===== src/prn_pkg.sv =====
package prn_pkg;

  // Register byte offsets on the register bus.
  localparam logic [7:0] OFS_DATA   = 8'h00;
  localparam logic [7:0] OFS_STATUS = 8'h04;
  localparam logic [7:0] OFS_CTRL   = 8'h08;
  localparam logic [7:0] OFS_CONFIG = 8'h0C;
  localparam logic [7:0] OFS_IRQSEL = 8'h10;
  localparam logic [7:0] OFS_DMASEL = 8'h14;

  // Control register field positions.
  localparam int CTRL_STROBE   = 0;
  localparam int CTRL_AUTOLF   = 1;
  localparam int CTRL_INIT     = 2;
  localparam int CTRL_SELIN    = 3;
  localparam int CTRL_DIR      = 5;

  // Status register field positions.
  localparam int STAT_ERROR    = 3;
  localparam int STAT_SELECTED = 4;
  localparam int STAT_PAPER    = 5;
  localparam int STAT_ACK      = 6;
  localparam int STAT_BUSY     = 7;
  localparam int STAT_FIFO_CNT = 8;
  localparam int STAT_TC       = 13;

  // Config register field positions.
  localparam int CFG_ENABLE    = 0;
  localparam int CFG_MODE      = 1;

  // Reset values.
  localparam logic [7:0] CTRL_RESET   = 8'h04;
  localparam logic [2:0] CFG_RESET    = 3'h0;
  localparam logic [3:0] IRQSEL_RESET = 4'h7;
  localparam logic [1:0] DMASEL_RESET = 2'h3;

  // Port modes.
  typedef enum logic [1:0] {
    MODE_SPP = 2'b00,
    MODE_BIDIR = 2'b01,
    MODE_EPP = 2'b10,
    MODE_ECP = 2'b11
  } mode_t;

  // Bus answer codes.
  localparam logic [1:0] RESP_OKAY   = 2'h0;
  localparam logic [1:0] RESP_SLVERR = 2'h2;

  // Data FIFO shape and EPP wait bound.
  localparam int FIFO_WIDTH = 8;
  localparam int FIFO_DEPTH = 16;
  localparam int EPP_WAIT_NS = 10000;
  localparam int CLK_PERIOD_NS = 40;
  localparam logic [7:0] EPP_WAIT_CYC = 8'(EPP_WAIT_NS / CLK_PERIOD_NS);

endpackage


===== src/byte_fifo.sv =====
`timescale 1ns/10ps
`default_nettype none

module byte_fifo #(
  parameter int WIDTH = 8,
  parameter int DEPTH = 16
) (
  input  wire logic             aclk,
  input  wire logic             aresetn,
  input  wire logic [WIDTH-1:0] in_data,
  input  wire logic             in_valid,
  output logic                  in_ready,
  output logic      [WIDTH-1:0] out_data,
  output logic                  out_valid,
  input  wire logic             out_ready,
  output logic [$clog2(DEPTH):0] level
);

  localparam int AW = $clog2(DEPTH);

  typedef struct packed {
    logic [AW-1:0] wr_ptr;
    logic [AW-1:0] rd_ptr;
    logic [AW:0]   count;
  } fifo_state_t;

  fifo_state_t       st_q;
  fifo_state_t       st_d;
  logic [WIDTH-1:0]  mem [DEPTH];
  logic              push;
  logic              pop;

  ////////////////////////////////////////////////////////////////////////////
  // Full and empty come straight from the count, so they never lie.
  assign in_ready  = (st_q.count != (AW+1)'(DEPTH));
  assign out_valid = (st_q.count != '0);
  assign out_data  = mem[st_q.rd_ptr];
  assign level     = st_q.count;
  assign push      = in_valid & in_ready;
  assign pop       = out_valid & out_ready;

  // Pointer and count update.
  always_comb begin
    st_d = st_q;
    if (push) begin
      st_d.wr_ptr = st_q.wr_ptr + 1'b1;
    end
    if (pop) begin
      st_d.rd_ptr = st_q.rd_ptr + 1'b1;
    end
    st_d.count = st_q.count + (AW+1)'(push) - (AW+1)'(pop);
  end

  // The storage array carries no reset; only the pointers and the count need one.
  always_ff @(posedge aclk) begin
    if (!aresetn) begin
      st_q <= '0;
    end else begin
      st_q <= st_d;
    end
    if (push) begin
      mem[st_q.wr_ptr] <= in_data;
    end
  end

endmodule // byte_fifo

`default_nettype wire


===== src/printer_port_pin_control.sv =====
// The AXI4-Lite register port and the register offsets were left to the implementer.
`timescale 1ns/10ps
`default_nettype none

module printer_port_pin_control (
  input  wire logic        aclk,
  input  wire logic        aresetn,
  // AXI4-Lite slave.
  input  wire logic [7:0]  s_axi_awaddr,
  input  wire logic        s_axi_awvalid,
  output logic             s_axi_awready,
  input  wire logic [31:0] s_axi_wdata,
  input  wire logic [3:0]  s_axi_wstrb,
  input  wire logic        s_axi_wvalid,
  output logic             s_axi_wready,
  output logic [1:0]       s_axi_bresp,
  output logic             s_axi_bvalid,
  input  wire logic        s_axi_bready,
  input  wire logic [7:0]  s_axi_araddr,
  input  wire logic        s_axi_arvalid,
  output logic             s_axi_arready,
  output logic [31:0]      s_axi_rdata,
  output logic [1:0]       s_axi_rresp,
  output logic             s_axi_rvalid,
  input  wire logic        s_axi_rready,
  // Printer side.
  output logic             print_strobe_n,
  output logic             print_strobe_oe_n,
  output logic             auto_linefeed_n,
  output logic             auto_linefeed_oe_n,
  output logic             init_n,
  output logic             init_oe_n,
  output logic             select_in_n,
  output logic             select_in_oe_n,
  input  wire logic [7:0]  printer_data_bus_i,
  output logic [7:0]       printer_data_bus_o,
  output logic             printer_data_bus_oe_n,
  input  wire logic        error_n,
  input  wire logic        paper_out,
  input  wire logic        printer_selected,
  input  wire logic        busy,
  input  wire logic        ack_n,
  // Host side lines.
  input  wire logic        epp_cycle,
  output logic             chan_ready_o,
  output logic             chan_ready_oe_n,
  output logic [15:0]      irq_o,
  output logic [15:0]      irq_oe_n,
  output logic [3:0]       drq_o,
  output logic [3:0]       drq_oe_n,
  input  wire logic        term_count
);

  typedef struct packed {
    logic             aw_held;
    logic [7:0]       aw_addr;
    logic             w_held;
    logic [31:0]      w_data;
    logic [3:0]       w_strb;
    logic             bvalid;
    logic [1:0]       bresp;
    logic             rvalid;
    logic [31:0]      rdata;
    logic [1:0]       rresp;
    logic [7:0]       ctrl;
    logic [2:0]       cfg;
    logic [3:0]       irq_sel;
    logic [1:0]       dma_sel;
    logic [7:0]       pins;
    logic             ack_prev;
    logic             irq_pend;
    logic             tc_seen;
    logic [7:0]       out_byte;
    logic             out_valid;
    logic [7:0]       epp_cnt;
  } state_t;

  state_t          st_q;
  state_t          st_d;
  logic            enabled;
  prn_pkg::mode_t  mode;
  logic            wr_go;
  logic            data_wr;
  logic            fifo_in_ready;
  logic [7:0]      fifo_out_data;
  logic            fifo_out_valid;
  logic            fifo_out_ready;
  logic [4:0]      fifo_level;
  logic            deliver;
  logic [31:0]     status_word;

  ////////////////////////////////////////////////////////////////////////////
  assign enabled = st_q.cfg[prn_pkg::CFG_ENABLE];
  assign mode    = prn_pkg::mode_t'(st_q.cfg[prn_pkg::CFG_MODE +: 2]);
  assign wr_go   = st_q.aw_held & st_q.w_held & ~st_q.bvalid;
  // A data write is stalled while the FIFO is full, which holds the bus back.
  assign data_wr = wr_go & (st_q.aw_addr == prn_pkg::OFS_DATA) & enabled & st_q.w_strb[0];

  // The printer takes the next byte when it is not busy and no byte is waiting.
  assign deliver        = enabled & ~busy & ~st_q.out_valid;
  assign fifo_out_ready = deliver;

  // The FIFO lets the host run ahead of a slow printer by up to sixteen bytes.
  byte_fifo #(
    .WIDTH (prn_pkg::FIFO_WIDTH),
    .DEPTH (prn_pkg::FIFO_DEPTH)
  ) u_fifo (
    .aclk      (aclk),
    .aresetn   (aresetn),
    .in_data   (st_q.w_data[7:0]),
    .in_valid  (data_wr),
    .in_ready  (fifo_in_ready),
    .out_data  (fifo_out_data),
    .out_valid (fifo_out_valid),
    .out_ready (fifo_out_ready),
    .level     (fifo_level)
  );

  // Inputs are gated off while disabled, so the pin status bits read as zero then; FIFO level and TC still show.
  always_comb begin
    status_word = '0;
    if (enabled) begin
      status_word[prn_pkg::STAT_ERROR]    = error_n;
      status_word[prn_pkg::STAT_SELECTED] = printer_selected;
      status_word[prn_pkg::STAT_PAPER]    = paper_out;
      status_word[prn_pkg::STAT_ACK]      = ack_n;
      status_word[prn_pkg::STAT_BUSY]    = busy;
    end
    status_word[prn_pkg::STAT_FIFO_CNT +: 5] = fifo_level;
    status_word[prn_pkg::STAT_TC]            = st_q.tc_seen;
  end

  ////////////////////////////////////////////////////////////////////////////
  // Bus slave, register file and printer-side state.
  always_comb begin
    st_d = st_q;
    // Address and data are latched independently, in either order.
    if (s_axi_awvalid && !st_q.aw_held) begin
      st_d.aw_held = 1'b1;
      st_d.aw_addr = s_axi_awaddr;
    end
    if (s_axi_wvalid && !st_q.w_held) begin
      st_d.w_held = 1'b1;
      st_d.w_data = s_axi_wdata;
      st_d.w_strb = s_axi_wstrb;
    end
    // A write completes once both halves are held; a data write waits for FIFO room.
    if (wr_go && (st_q.aw_addr != prn_pkg::OFS_DATA || !enabled || fifo_in_ready)) begin
      st_d.aw_held = 1'b0;
      st_d.w_held  = 1'b0;
      st_d.bvalid  = 1'b1;
      st_d.bresp   = prn_pkg::RESP_OKAY;
      if (st_q.w_strb[0]) begin
        unique case (st_q.aw_addr)
          prn_pkg::OFS_DATA:   ;
          prn_pkg::OFS_STATUS: ;
          prn_pkg::OFS_CTRL:   st_d.ctrl    = st_q.w_data[7:0];
          prn_pkg::OFS_CONFIG: st_d.cfg     = st_q.w_data[2:0];
          prn_pkg::OFS_IRQSEL: st_d.irq_sel = st_q.w_data[3:0];
          prn_pkg::OFS_DMASEL: st_d.dma_sel = st_q.w_data[1:0];
          default:             st_d.bresp   = prn_pkg::RESP_SLVERR;
        endcase
      end
      // Any write to status clears the sticky terminal-count flag.
      if (st_q.aw_addr == prn_pkg::OFS_STATUS) begin
        st_d.tc_seen = 1'b0;
      end
    end
    // The response stands until the master takes it.
    if (st_q.bvalid && s_axi_bready) begin
      st_d.bvalid = 1'b0;
    end
    // Reads answer one cycle after the address is taken.
    if (s_axi_arvalid && !st_q.rvalid) begin
      st_d.rvalid = 1'b1;
      st_d.rresp  = prn_pkg::RESP_OKAY;
      unique case (s_axi_araddr)
        prn_pkg::OFS_DATA:   st_d.rdata = {24'h000000, enabled ? printer_data_bus_i : 8'h00};
        prn_pkg::OFS_STATUS: st_d.rdata = status_word;
        prn_pkg::OFS_CTRL:   st_d.rdata = {24'h000000, st_q.ctrl};
        prn_pkg::OFS_CONFIG: st_d.rdata = {29'h0, st_q.cfg};
        prn_pkg::OFS_IRQSEL: st_d.rdata = {28'h0000000, st_q.irq_sel};
        prn_pkg::OFS_DMASEL: st_d.rdata = {30'h0, st_q.dma_sel};
        default: begin
          st_d.rdata = '0;
          st_d.rresp = prn_pkg::RESP_SLVERR;
        end
      endcase
    end else if (st_q.rvalid && s_axi_rready) begin
      st_d.rvalid = 1'b0;
    end
    // Pins register the control bits, so they move one cycle after the write.
    st_d.pins = st_q.ctrl;
    // Logic freezes while disabled, standing in for the stopped clock.
    if (enabled) begin
      st_d.ack_prev = ack_n;
      // A status read clears the pending interrupt; it comes first so that an
      // acknowledge edge in the same cycle still leaves the interrupt pending.
      if (s_axi_arvalid && !st_q.rvalid && s_axi_araddr == prn_pkg::OFS_STATUS) begin
        st_d.irq_pend = 1'b0;
      end
      // A falling acknowledge frees the output byte for the next one.
      if (st_q.ack_prev && !ack_n) begin
        st_d.irq_pend = 1'b1;
        st_d.out_valid = 1'b0;
      end
      if (fifo_out_valid && deliver) begin
        st_d.out_byte  = fifo_out_data;
        st_d.out_valid = 1'b1;
      end
      // Terminal count is sticky; it wins over a status write in the same cycle.
      if (term_count) begin
        st_d.tc_seen = 1'b1;
      end
      // Stretch the host cycle while the printer is busy, up to a bound.
      if (epp_cycle && mode == prn_pkg::MODE_EPP && busy
          && st_q.epp_cnt != prn_pkg::EPP_WAIT_CYC) begin
        st_d.epp_cnt = st_q.epp_cnt + 8'h01;
      end else if (!epp_cycle) begin
        st_d.epp_cnt = 8'h00;
      end
    end
  end

  // Synchronous reset; registered fields start from their reset values.
  always_ff @(posedge aclk) begin
    if (!aresetn) begin
      st_q          <= '0;
      st_q.ctrl     <= prn_pkg::CTRL_RESET;
      st_q.pins     <= prn_pkg::CTRL_RESET;
      st_q.cfg      <= prn_pkg::CFG_RESET;
      st_q.irq_sel  <= prn_pkg::IRQSEL_RESET;
      st_q.dma_sel  <= prn_pkg::DMASEL_RESET;
      st_q.ack_prev <= 1'b1;
    end else begin
      st_q <= st_d;
    end
  end

  ////////////////////////////////////////////////////////////////////////////
  // Bus handshakes.
  assign s_axi_awready = ~st_q.aw_held;
  assign s_axi_wready  = ~st_q.w_held;
  assign s_axi_bvalid  = st_q.bvalid;
  assign s_axi_bresp   = st_q.bresp;
  assign s_axi_arready = ~st_q.rvalid;
  assign s_axi_rvalid  = st_q.rvalid;
  assign s_axi_rdata   = st_q.rdata;
  assign s_axi_rresp   = st_q.rresp;

  // Control pins come from registered bits only, so no decode glitch escapes.
  assign print_strobe_n     = ~st_q.pins[prn_pkg::CTRL_STROBE];
  assign auto_linefeed_n    = ~st_q.pins[prn_pkg::CTRL_AUTOLF];
  assign init_n             = st_q.pins[prn_pkg::CTRL_INIT];
  assign select_in_n        = ~st_q.pins[prn_pkg::CTRL_SELIN];
  assign print_strobe_oe_n  = ~enabled;
  assign auto_linefeed_oe_n = ~enabled;
  assign init_oe_n          = ~enabled;
  assign select_in_oe_n     = ~enabled;

  // Data floats when disabled, deselected, or turned round for input.
  assign printer_data_bus_o    = st_q.out_byte;
  assign printer_data_bus_oe_n = ~enabled | ~st_q.pins[prn_pkg::CTRL_SELIN]
                                 | (st_q.pins[prn_pkg::CTRL_DIR] & mode != prn_pkg::MODE_SPP);

  // Open-drain channel ready: pulled low while the stretch runs.
  assign chan_ready_o    = 1'b0;
  assign chan_ready_oe_n = ~(enabled & epp_cycle & mode == prn_pkg::MODE_EPP & busy
                             & st_q.epp_cnt != prn_pkg::EPP_WAIT_CYC);

  // Only the selected request line is driven; the rest float.
  always_comb begin
    irq_o    = '0;
    irq_oe_n = '1;
    drq_o    = '0;
    drq_oe_n = '1;
    if (enabled) begin
      irq_o[st_q.irq_sel]    = st_q.irq_pend;
      irq_oe_n[st_q.irq_sel] = 1'b0;
      drq_o[st_q.dma_sel]    = fifo_in_ready & (mode == prn_pkg::MODE_ECP) & ~st_q.tc_seen;
      drq_oe_n[st_q.dma_sel] = 1'b0;
    end
  end

endmodule // printer_port_pin_control

`default_nettype wire


===== config.mk =====
export PLATFORM = sky130hd
export DESIGN_NAME = printer_port_pin_control
export DESIGN_NICKNAME = d
export VERILOG_FILES = /design/src/prn_pkg.sv /design/src/byte_fifo.sv /design/src/printer_port_pin_control.sv
export SDC_FILE = /design/constraint.sdc
export NUM_CORES = 1
export LEC_CHECK = 0
export BUFFER_PORTS_ARGS = -buffer_cell sky130_fd_sc_hd__buf_4
export CORE_UTILIZATION = 25
export CTS_CLUSTER_SIZE = 28
export DETAILED_ROUTE_END_ITERATION = 10
export PLACE_DENSITY = 0.51
export SYNTH_ARGS = -nofsm -noshare
export SYNTH_HDL_FRONTEND = slang
export SYNTH_SLANG_ARGS = --single-unit

===== constraint.sdc =====
create_clock -name aclk -period 5.7 [get_ports aclk]
set_clock_uncertainty 0.05 [all_clocks]
set_input_delay 1.14 -clock aclk [delete_from_list [all_inputs] [get_ports aclk]]
set_output_delay 1.14 -clock aclk [all_outputs]
set_load 0.02 [all_outputs]

==> impl_metrics.yaml, run 1 <==
sta:
  min_period_over_period_pct: 64.0
  setup_viol: 0
  max_freq_mhz: 274
  worst_pin_slew_ps: 986
  final_max_slew_viol_count: 0
  setup_tns_ps: 0
  slew_headroom_pct: 34.1
  min_period_ps: 3650
  grt_setup_unrepaired: "false"
  hold_violations: 0
placed_design:
  dp.cells: 1386
  io_buffers: 125
  dp_hpwl_um: 16300
  gp_congestion: 0.739
clocking:
  numCtsBuffers: 24
  cts_buffer_depth: 3
  cts_root_buf: "clkbuf_16"
  cts_sinks: 224
  clk_pin_slew_ps: 60
  tritoncts: "built"
  cts_max_level: 1
  cts_hold_buf: 0
  post_cts_buffers: 0
  clkLatencyLatePin_ps: 520
  cts_resized: 0
yosys:
  syn_inst: 808
  yosys_warnings: 0
  synthesis.area_sq_mm: 0.00990
  ys_ff_latch: 224
  yosysSeqAreaShare_pct: 58.2
  ys.flop_type: "edfxtp_1"
  synth.avg_cell_area_sq_um: 12.3
  synth_enable_flop_cells: 128
  synthArstFlopShare_pct: 0
  synth_cell_types: 66
pwr:
  clkPwrFrac_pct: 46.1
  leakage_nw: 4.02
  power.share.sequential_pct: 50.3
  switching_share_pct: 21.8
  peakVddDrop_mv: 0.177
  combPwrFrac_pct: 3.5
  intPower_mw: 2.72
  p_sw_uw: 756
  powerDensity_mw_per_mm2: 292
drt:
  via_per_inst: 4.47
  drt_iter0_drc: 374
  drt_pass1_iterations: 4
  route.detailed.drc: 0
  vias: 6388
  drt_wl_total_um: 24100
  wire_per_inst_um: 16.9
  postRouteAntennaNets: 0
grt:
  grt_overflow_total: 0
  grt_pass1_vias: 6393
  antenna_found_initial: 0
  grt_first_pass_wirelength_um: 37600
  grtUsageTotal_pct: 11.8
  grt_max_degree: 56
worst_setup_path:
  crit_required_ps: 4510
  cp-end-kind: "output pin"
  critPathKind: "flip-flop to output pin"
  cp-start-kind: "flip-flop"
  crit_arrival_ps: 2460
  worstPathMaxFanout: 22
status:
  outcome: "complete, no violations"
die:
  coreArea_sq_mm: 0.0388
  fp.dieArea_sq_mm: 0.0404
  die_y_um: 201
  io_pins: 174
  die_x_um: 201
  start_util_pct: 25.5
  row_count: 72
layout:
  stdcell_count: 1430
  fin_nets: 982
  layout_common_cells: "130 x buf_4, 128 x edfxtp_1, 94 x dfxtp_1, 71 x nand2_1, 54 x nor2_1"
  layout-drive-gt1-share_pct: 24.1
  n_fill_cell: 3883
  syn_to_final_growth_pct: 20.2
  final_common_cell: "buf_4"
  insertedDiodeCount: 0
flow_run:
  maxCapViolations: 0
worst_hold_path:
  hold_class: "flip-flop to flip-flop"
[routing by layer]
metal  routed length, um  vias to the layer above  global-route usage [%]
li1                    -                     3096                       -
met1               11300                     3137                    16.0
met2               11600                      132                    19.9
met3                 894                       23                    1.67
met4                 278                        0                    2.26
met5                   0                        -                       0
[flip-flops by register name, indices dropped and copies added (netlist names), named ones only]
register            count
u_fifo.mem            128
printer_data_bus_o      8
st_q                   41
init_n                  1
u_fifo.st_q             8
mode                    2
s_axi_rvalid            1
s_axi_rresp             1
s_axi_bvalid            1
s_axi_bresp             1
st_d                    8
u_fifo.level            5
s_axi_rdata            14
enabled                 1
[path summary, 6_finish.rpt]
check	startpoint	endpoint	slack (ps)	cells after the start
worst min-delay path	s_axi_rdata[7]$_SDFFE_PN0P_	s_axi_rdata[7]$_SDFFE_PN0P_	400	2
worst max register to register	u_fifo.level[2]$_SDFF_PN0_	u_fifo.level[4]$_SDFF_PN0_	2270	14
worst min register to register	s_axi_rdata[7]$_SDFFE_PN0P_	s_axi_rdata[7]$_SDFFE_PN0P_	400	2
worst max-delay path	enabled$_SDFFE_PN0P_	irq_o[0]	2050	6
[cells by family after synthesis]
kind of cell | count (synthesis) | share of synthesized area, %
simple gates | 271 | 14.8
flops | 224 | 58.2
buf+inv | 116 | 6.38
compound gates | 109 | 7.30
mux | 67 | 10.8
fa+ha+maj | 14 | 1.85
xor+xnor | 6 | 0.531
other cells | 1 | 0.0379
[cell type report]
cell class	instances	area (sq um)	area share (%)
Clock buffer	35	744	6.26
Tap cell	518	648	5.45
Inverter	26	97.6	0.820
Timing Repair Buffer	130	976	8.20
Sequential cell	224	5770	48.5
Clock inverter	9	86.3	0.726
Multi-Input combinational cell	488	3580	30.1
[Yosys cell counts (3+ instances only)]
master     instances  share of area [%]
o21ai_0           10               0.51
a22oi_1            6               0.45
nand4_1            3               0.19
and4_1             8               0.71
a21oi_1           46                2.3
a311oi_1           3               0.27
nor2b_1            9               0.57
nand2_1           71                2.7
dfxtp_1           96                 19
and3_1             6               0.38
nand3_1           39                2.0
xor2_1             3               0.27
o311ai_0           3               0.27
edfxtp_1         128                 39
inv_1             25               0.95
mux4_2            32                7.3
or3_1             10               0.63
xnor2_1            3               0.27
and4b_1            5               0.51
and2_1            11               0.70
mux2i_1           34                3.4
ha_1              13                1.6
o221ai_1           8               0.71
nand2b_1          10               0.63
o2bb2ai_1          4               0.35
nor3_1            15               0.76
nor3b_1            4               0.30
buf_4             49                3.7
nand3b_1           7               0.53
clkbuf_1          30                1.1
buf_2              9               0.45
o211ai_1           4               0.30
nor2_1            54                2.0
o31ai_1           12               0.91
[through the flow]
step | total power, mW | instance area (sq um) | hold slack [ps] | worst slack (ps) | utilization [%]
2_1_floorplan | 1.86 | 9980 | 376 | 2540 | -
3_5_place_dp | 1.91 | 11100 | 397 | 1690 | 28.5
5_1_grt | 3.58 | 11900 | 416 | 1800 | 30.6
6_report | 3.47 | 11900 | 404 | 2050 | 30.6
4_1_cts | 3.51 | 11900 | 407 | 1970 | 30.6
3_3_place_gp | 1.91 | 11100 | 395 | 1740 | 28.5
[power by group through the flow]
stage                     clock network [mW]  registers, mW  logic (mW)
after detailed placement                   0           1.78       0.123
after CTS                               1.64           1.75       0.123
after floorplan                            0           1.77      0.0881
after global placement                     0           1.78       0.123
after global routing                    1.69           1.75       0.134
final                                   1.60           1.75       0.123
[critical path, cell delays in order (launching register included)]
cell and delay, ps:
dfxtp_1 320, buf_4 260, inv_1 210, nor3_1 550, nand2_1 230, nor3_1 180
buf_4 170
(Power assumes the default switching activity.)
==> run 2, diff against run 1 <==
==> constraint.sdc (replaced) <==
create_clock -name aclk -period 3.7 [get_ports aclk]
set_clock_uncertainty 0.05 [all_clocks]
set_input_delay 0.74 -clock aclk [delete_from_list [all_inputs] [get_ports aclk]]
set_output_delay 0.74 -clock aclk [all_outputs]
set_load 0.02 [all_outputs]
==> impl_metrics.yaml, run 2 (synthesis gave the netlist of run 1 again) <==
sta:
  setup_tns_ps: 0
  slew_headroom_pct: 29.6
  grt_setup_unrepaired: "false"
  hold_violations: 0
  setup_viol: 0
  min_period_ps: 3200
  max_freq_mhz: 312
  final_max_slew_viol_count: 0
  min_period_over_period_pct: 86.6
  worst_pin_slew_ps: 1050
  whs_ps: 406
grt:
  grt_pass1_vias: 6404
  grt_overflow_total: 0
  antenna_found_initial: 0
  grt_max_degree: 41
  grtUsageTotal_pct: 11.7
  grt_first_pass_wirelength_um: 37400
drt:
  wire_per_inst_um: 16.8
  drt_wl_total_um: 24100
  postRouteAntennaNets: 0
  drt_pass1_iterations: 4
  route.detailed.drc: 0
  drt_iter0_drc: 341
  via_per_inst: 4.52
  vias: 6474
layout:
  syn_to_final_growth_pct: 20.6
  largest_reg_flops: 128
  insertedDiodeCount: 0
  layout-drive-gt1-share_pct: 24.5
  fin_nets: 985
  largest_register: "u_fifo.mem"
  layout_common_cells: "133 x buf_4, 128 x edfxtp_1, 94 x dfxtp_1, 71 x nand2_1, 54 x nor2_1"
  n_fill_cell: 3932
  final_common_cell: "buf_4"
pwr:
  clkPwrFrac_pct: 46.7
  leakage_nw: 4.06
  p_sw_mw: 1.15
  power.share.sequential_pct: 49.8
  peakVddDrop_mv: 0.417
  combPwrFrac_pct: 3.5
  powerDensity_mw_per_mm2: 453
  switching_share_pct: 21.2
  intPower_mw: 4.26
clocking:
  cts_buffer_depth: 3
  tritoncts: "built"
  clkLatencyLatePin_ps: 520
  cts_root_buf: "clkbuf_16"
  clk_pin_slew_ps: 60
  post_cts_buffers: 0
  cts_sinks: 224
  cts_hold_buf: 0
  cts_max_level: 1
  numCtsBuffers: 24
  cts_resized: 0
die:
  die_x_um: 201
  start_util_pct: 25.5
  coreArea_sq_mm: 0.0388
  die_y_um: 201
  io_pins: 174
  row_count: 72
  fp.dieArea_sq_mm: 0.0404
placed_design:
  io_buffers: 125
  gp_congestion: 0.761
  dp_hpwl_um: 16600
worst_setup_path:
  crit_arrival_ps: 2410
  cp-end-kind: "output pin"
  crit_chain: "buf_4 > inv_1 > nor3b_1 > nand2_1 > nor3_1 > buf_4"
  reg2reg_slack_ps: 730
  crit_required_ps: 2910
  cp_top_family: "simple AND/OR/NAND/NOR gates"
  cpMaxStageDelayCell: "nor3b_1"
  worstPathMaxFanout: 22
  crit_top_cell: "buf_4"
  slowest_delay_ps: 540
  critPathKind: "flip-flop to output pin"
  cp-start-kind: "flip-flop"
  critPathBufInv: 3
flow_run:
  maxCapViolations: 0
worst_hold_path:
  hold_class: "flip-flop to flip-flop"
status:
  outcome: "complete, no violations"
-- run 2: routing by layer --
metal | routed length, um | up-vias | share of wire [%] | GRT usage [%]
li1 | - | 3096 | - | -
met1 | 11500 | 3215 | 48 | 16.2
met2 | 11300 | 141 | 47 | 19.2
met3 | 965 | 22 | 4.0 | 1.88
met4 | 337 | 0 | 1.4 | 2.32
met5 | 0 | - | 0 | 0
-- run 2: worst reg2reg max path, cell delays in order (launching register included) --
cell and delay (ps):
dfxtp_1 330, inv_1 80, ha_1 150, or4b_1 500, nand2_1 110, inv_1 90, ha_1 280, inv_1 60
ha_1 170, inv_1 60, fa_1 400, nand2b_1 160, a21oi_1 170, o21ai_0 90, nor3b_1 140
-- run 2: power groups by stage --
stage	Sequential, mW	Clock, mW	Combinational (mW)
6_report	2.69	2.53	0.190
5_1_grt	2.70	2.67	0.207
4_1_cts	2.69	2.59	0.191
3_5_place_dp	2.75	0	0.191
3_3_place_gp	2.75	0	0.189
2_1_floorplan	2.72	0	0.136
-- run 2: layout make-up --
type	instances	area [sq um]	area share (%)
tap	518	648	5.43
inverter	26	97.6	0.818
sequential	224	5770	48.3
clock inverter	10	140	1.17
multi-input combinational	488	3580	30.0
clock buffer	33	706	5.91
timing repair buffer	133	998	8.36
-- run 2: worst paths after layout --
path	startpoint	to	cells after the start
setup / recovery	enabled$_SDFFE_PN0P_	irq_o[4]	6
hold / removal	s_axi_rdata[7]$_SDFFE_PN0P_	s_axi_rdata[7]$_SDFFE_PN0P_	2
setup reg to reg	u_fifo.level[2]$_SDFF_PN0_	u_fifo.level[4]$_SDFF_PN0_	14
hold reg to reg	s_axi_rdata[7]$_SDFFE_PN0P_	s_axi_rdata[7]$_SDFFE_PN0P_	2
-- run 2: per-stage QoR --
stage | power, mW | instances | setup WS (ps) | area (sq um) | utilization, %
finish | 5.41 | 1432 | 496 | 11900 | 30.7
global placement | 2.94 | 1389 | 457 | 11100 | 28.6
CTS | 5.47 | 1432 | 432 | 11900 | 30.7
detailed placement | 2.94 | 1389 | 454 | 11100 | 28.6
floorplan | 2.86 | 828 | 936 | 9980 | -
global route | 5.57 | 1432 | 194 | 11900 | 30.7
==> run 3, diff against run 2 <==
--- a/config.mk
+++ b/config.mk
@@ -6,6 +6,7 @@
 export NUM_CORES = 1
 export LEC_CHECK = 0
 export BUFFER_PORTS_ARGS = -buffer_cell sky130_fd_sc_hd__buf_4
+export CORE_MARGIN = 2
 export CORE_UTILIZATION = 25
 export CTS_CLUSTER_SIZE = 28
 export DETAILED_ROUTE_END_ITERATION = 10
==> impl_metrics.yaml, run 3 (synthesis gave the netlist of run 1 again) <==
layout:
  layout_common_cells: "132 x buf_4, 128 x edfxtp_1, 94 x dfxtp_1, 71 x nand2_1, 54 x nor2_1"
  stdcell_count: 1433
  largest_reg_flops: 128
  n_fill_cell: 3918
  multi_input_area_sq_mm: 0.00358
  fin_util_pct: 30.6
  layout-drive-gt1-share_pct: 23.8
  largest_register: "u_fifo.mem"
  final_common_cell: "buf_4"
  syn_to_final_growth_pct: 20.0
  insertedDiodeCount: 0
  regArea_sq_mm: 0.00577
  fin_nets: 985
drt:
  wire_per_inst_um: 17.1
  drt_pass1_iterations: 5
  via_per_inst: 4.54
  drt_wl_total_um: 24400
  postRouteAntennaNets: 0
  route.detailed.drc: 0
  vias: 6502
  drt_iter0_drc: 338
clocking:
  cts_sinks: 224
  cts_hold_buf: 0
  post_cts_buffers: 0
  clkLatencyLatePin_ps: 520
  numCtsBuffers: 24
  cts_resized: 0
  clk_pin_slew_ps: 60
  cts_root_buf: "clkbuf_16"
  cts_max_level: 1
  tritoncts: "built"
  cts_buffer_depth: 3
sta:
  max_freq_mhz: 318
  final_max_slew_viol_count: 0
  hold_violations: 0
  setup_tns_ps: 0
  worst_pin_slew_ps: 991
  grt_setup_unrepaired: "false"
  whs_ps: 401
  setup_viol: 0
  slew_headroom_pct: 33.8
  min_period_ps: 3140
  min_period_over_period_pct: 84.9
worst_setup_path:
  cp.depth: 6
  crit_top_cell: "buf_4"
  reg2reg_slack_ps: 760
  cp_top_family: "simple AND/OR/NAND/NOR gates"
  cp-start-kind: "flip-flop"
  critPathBufInv: 3
  crit_required_ps: 2910
  cpMaxStageDelayCell: "nor3b_1"
  crit_arrival_ps: 2350
  crit_chain: "buf_4 > inv_1 > nor3b_1 > nand2_1 > nor3_1 > buf_4"
  reg2reg_depth: 14
  worstPathMaxFanout: 13
  cp-end-kind: "output pin"
  slowest_delay_ps: 560
  critPathKind: "flip-flop to output pin"
  r2r_end: "u_fifo.level[4]$_SDFF_PN0_"
  rr_startpoint: "u_fifo.level[3]$_SDFF_PN0_"
die:
  row_count: 72
  io_pins: 174
  start_util_pct: 25.5
  die_y_um: 203
  fp.dieArea_sq_mm: 0.0412
  die_x_um: 203
  coreArea_sq_mm: 0.0388
worst_hold_path:
  hold_start: "s_axi_rdata[4]$_SDFFE_PN0P_"
  hold_class: "flip-flop to flip-flop"
  holdPathEnd: "s_axi_rdata[4]$_SDFFE_PN0P_"
  holdPathStages: 2
placed_design:
  gp_congestion: 0.753
  dp_hpwl_um: 16700
  dp.cells: 1389
  io_buffers: 125
grt:
  grt_pass1_vias: 6301
  antenna_found_initial: 1
  grt_max_degree: 71
  grt_overflow_total: 0
  grtUsageTotal_pct: 11.6
  grt_first_pass_wirelength_um: 37300
flow_run:
  maxCapViolations: 0
status:
  outcome: "complete, no violations"
pwr:
  leakage_nw: 4.03
  powerDensity_mw_per_mm2: 444
  peakVddDrop_mv: 0.289
## run 3: metrics by stage
stage	power [mW]	cell area, sq um	setup slack, ps
after floorplan	2.86	9980	936
after global placement	2.94	11100	548
after detailed placement	2.94	11100	514
after CTS	5.33	11900	472
after global routing	5.45	11900	231
final	5.28	11900	557
## run 3: per-layer routing
layer | GRT usage, % | share of wire (%) | vias to the layer above
met3 | 2.68 | 5.7 | 34
met2 | 18.7 | 47 | 167
met4 | 2.24 | 1.7 | 0
met5 | 0 | 0 | -
met1 | 16.0 | 46 | 3194
li1 | - | - | 3107
## run 3: worst min-delay path, cell delays in order, from the launching register on
cell and delay, ps:
dfxtp_1 310, nand2_1 50, a21oi_1 50
## run 3: area by class of cell
cell class              instances  share of cell area, %
flip-flops and latches        224                   48.5
multi-input cells             488                   30.1
repair buffers                133                   8.51
well taps                     518                   5.45
clock buffers                  28                   5.18
clock inverters                16                   1.37
inverters                      26                  0.821
## run 3: worst max-delay path by stage
stage                               startpoint                          to
after floorplan                           busy  u_fifo.level[4]$_SDFF_PN0_
after global placement                    busy  u_fifo.level[4]$_SDFF_PN0_
after detailed placement                  busy  u_fifo.level[4]$_SDFF_PN0_
after CTS                 enabled$_SDFFE_PN0P_                    irq_o[4]
after global routing      enabled$_SDFFE_PN0P_                    irq_o[0]
final                     enabled$_SDFFE_PN0P_                    irq_o[4]
## run 3: report_power, final
part / switching [mW] / internal, mW
clock: 0.989 / 1.40
combinational: 0.119 / 0.0708
sequential: 0.0473 / 2.65
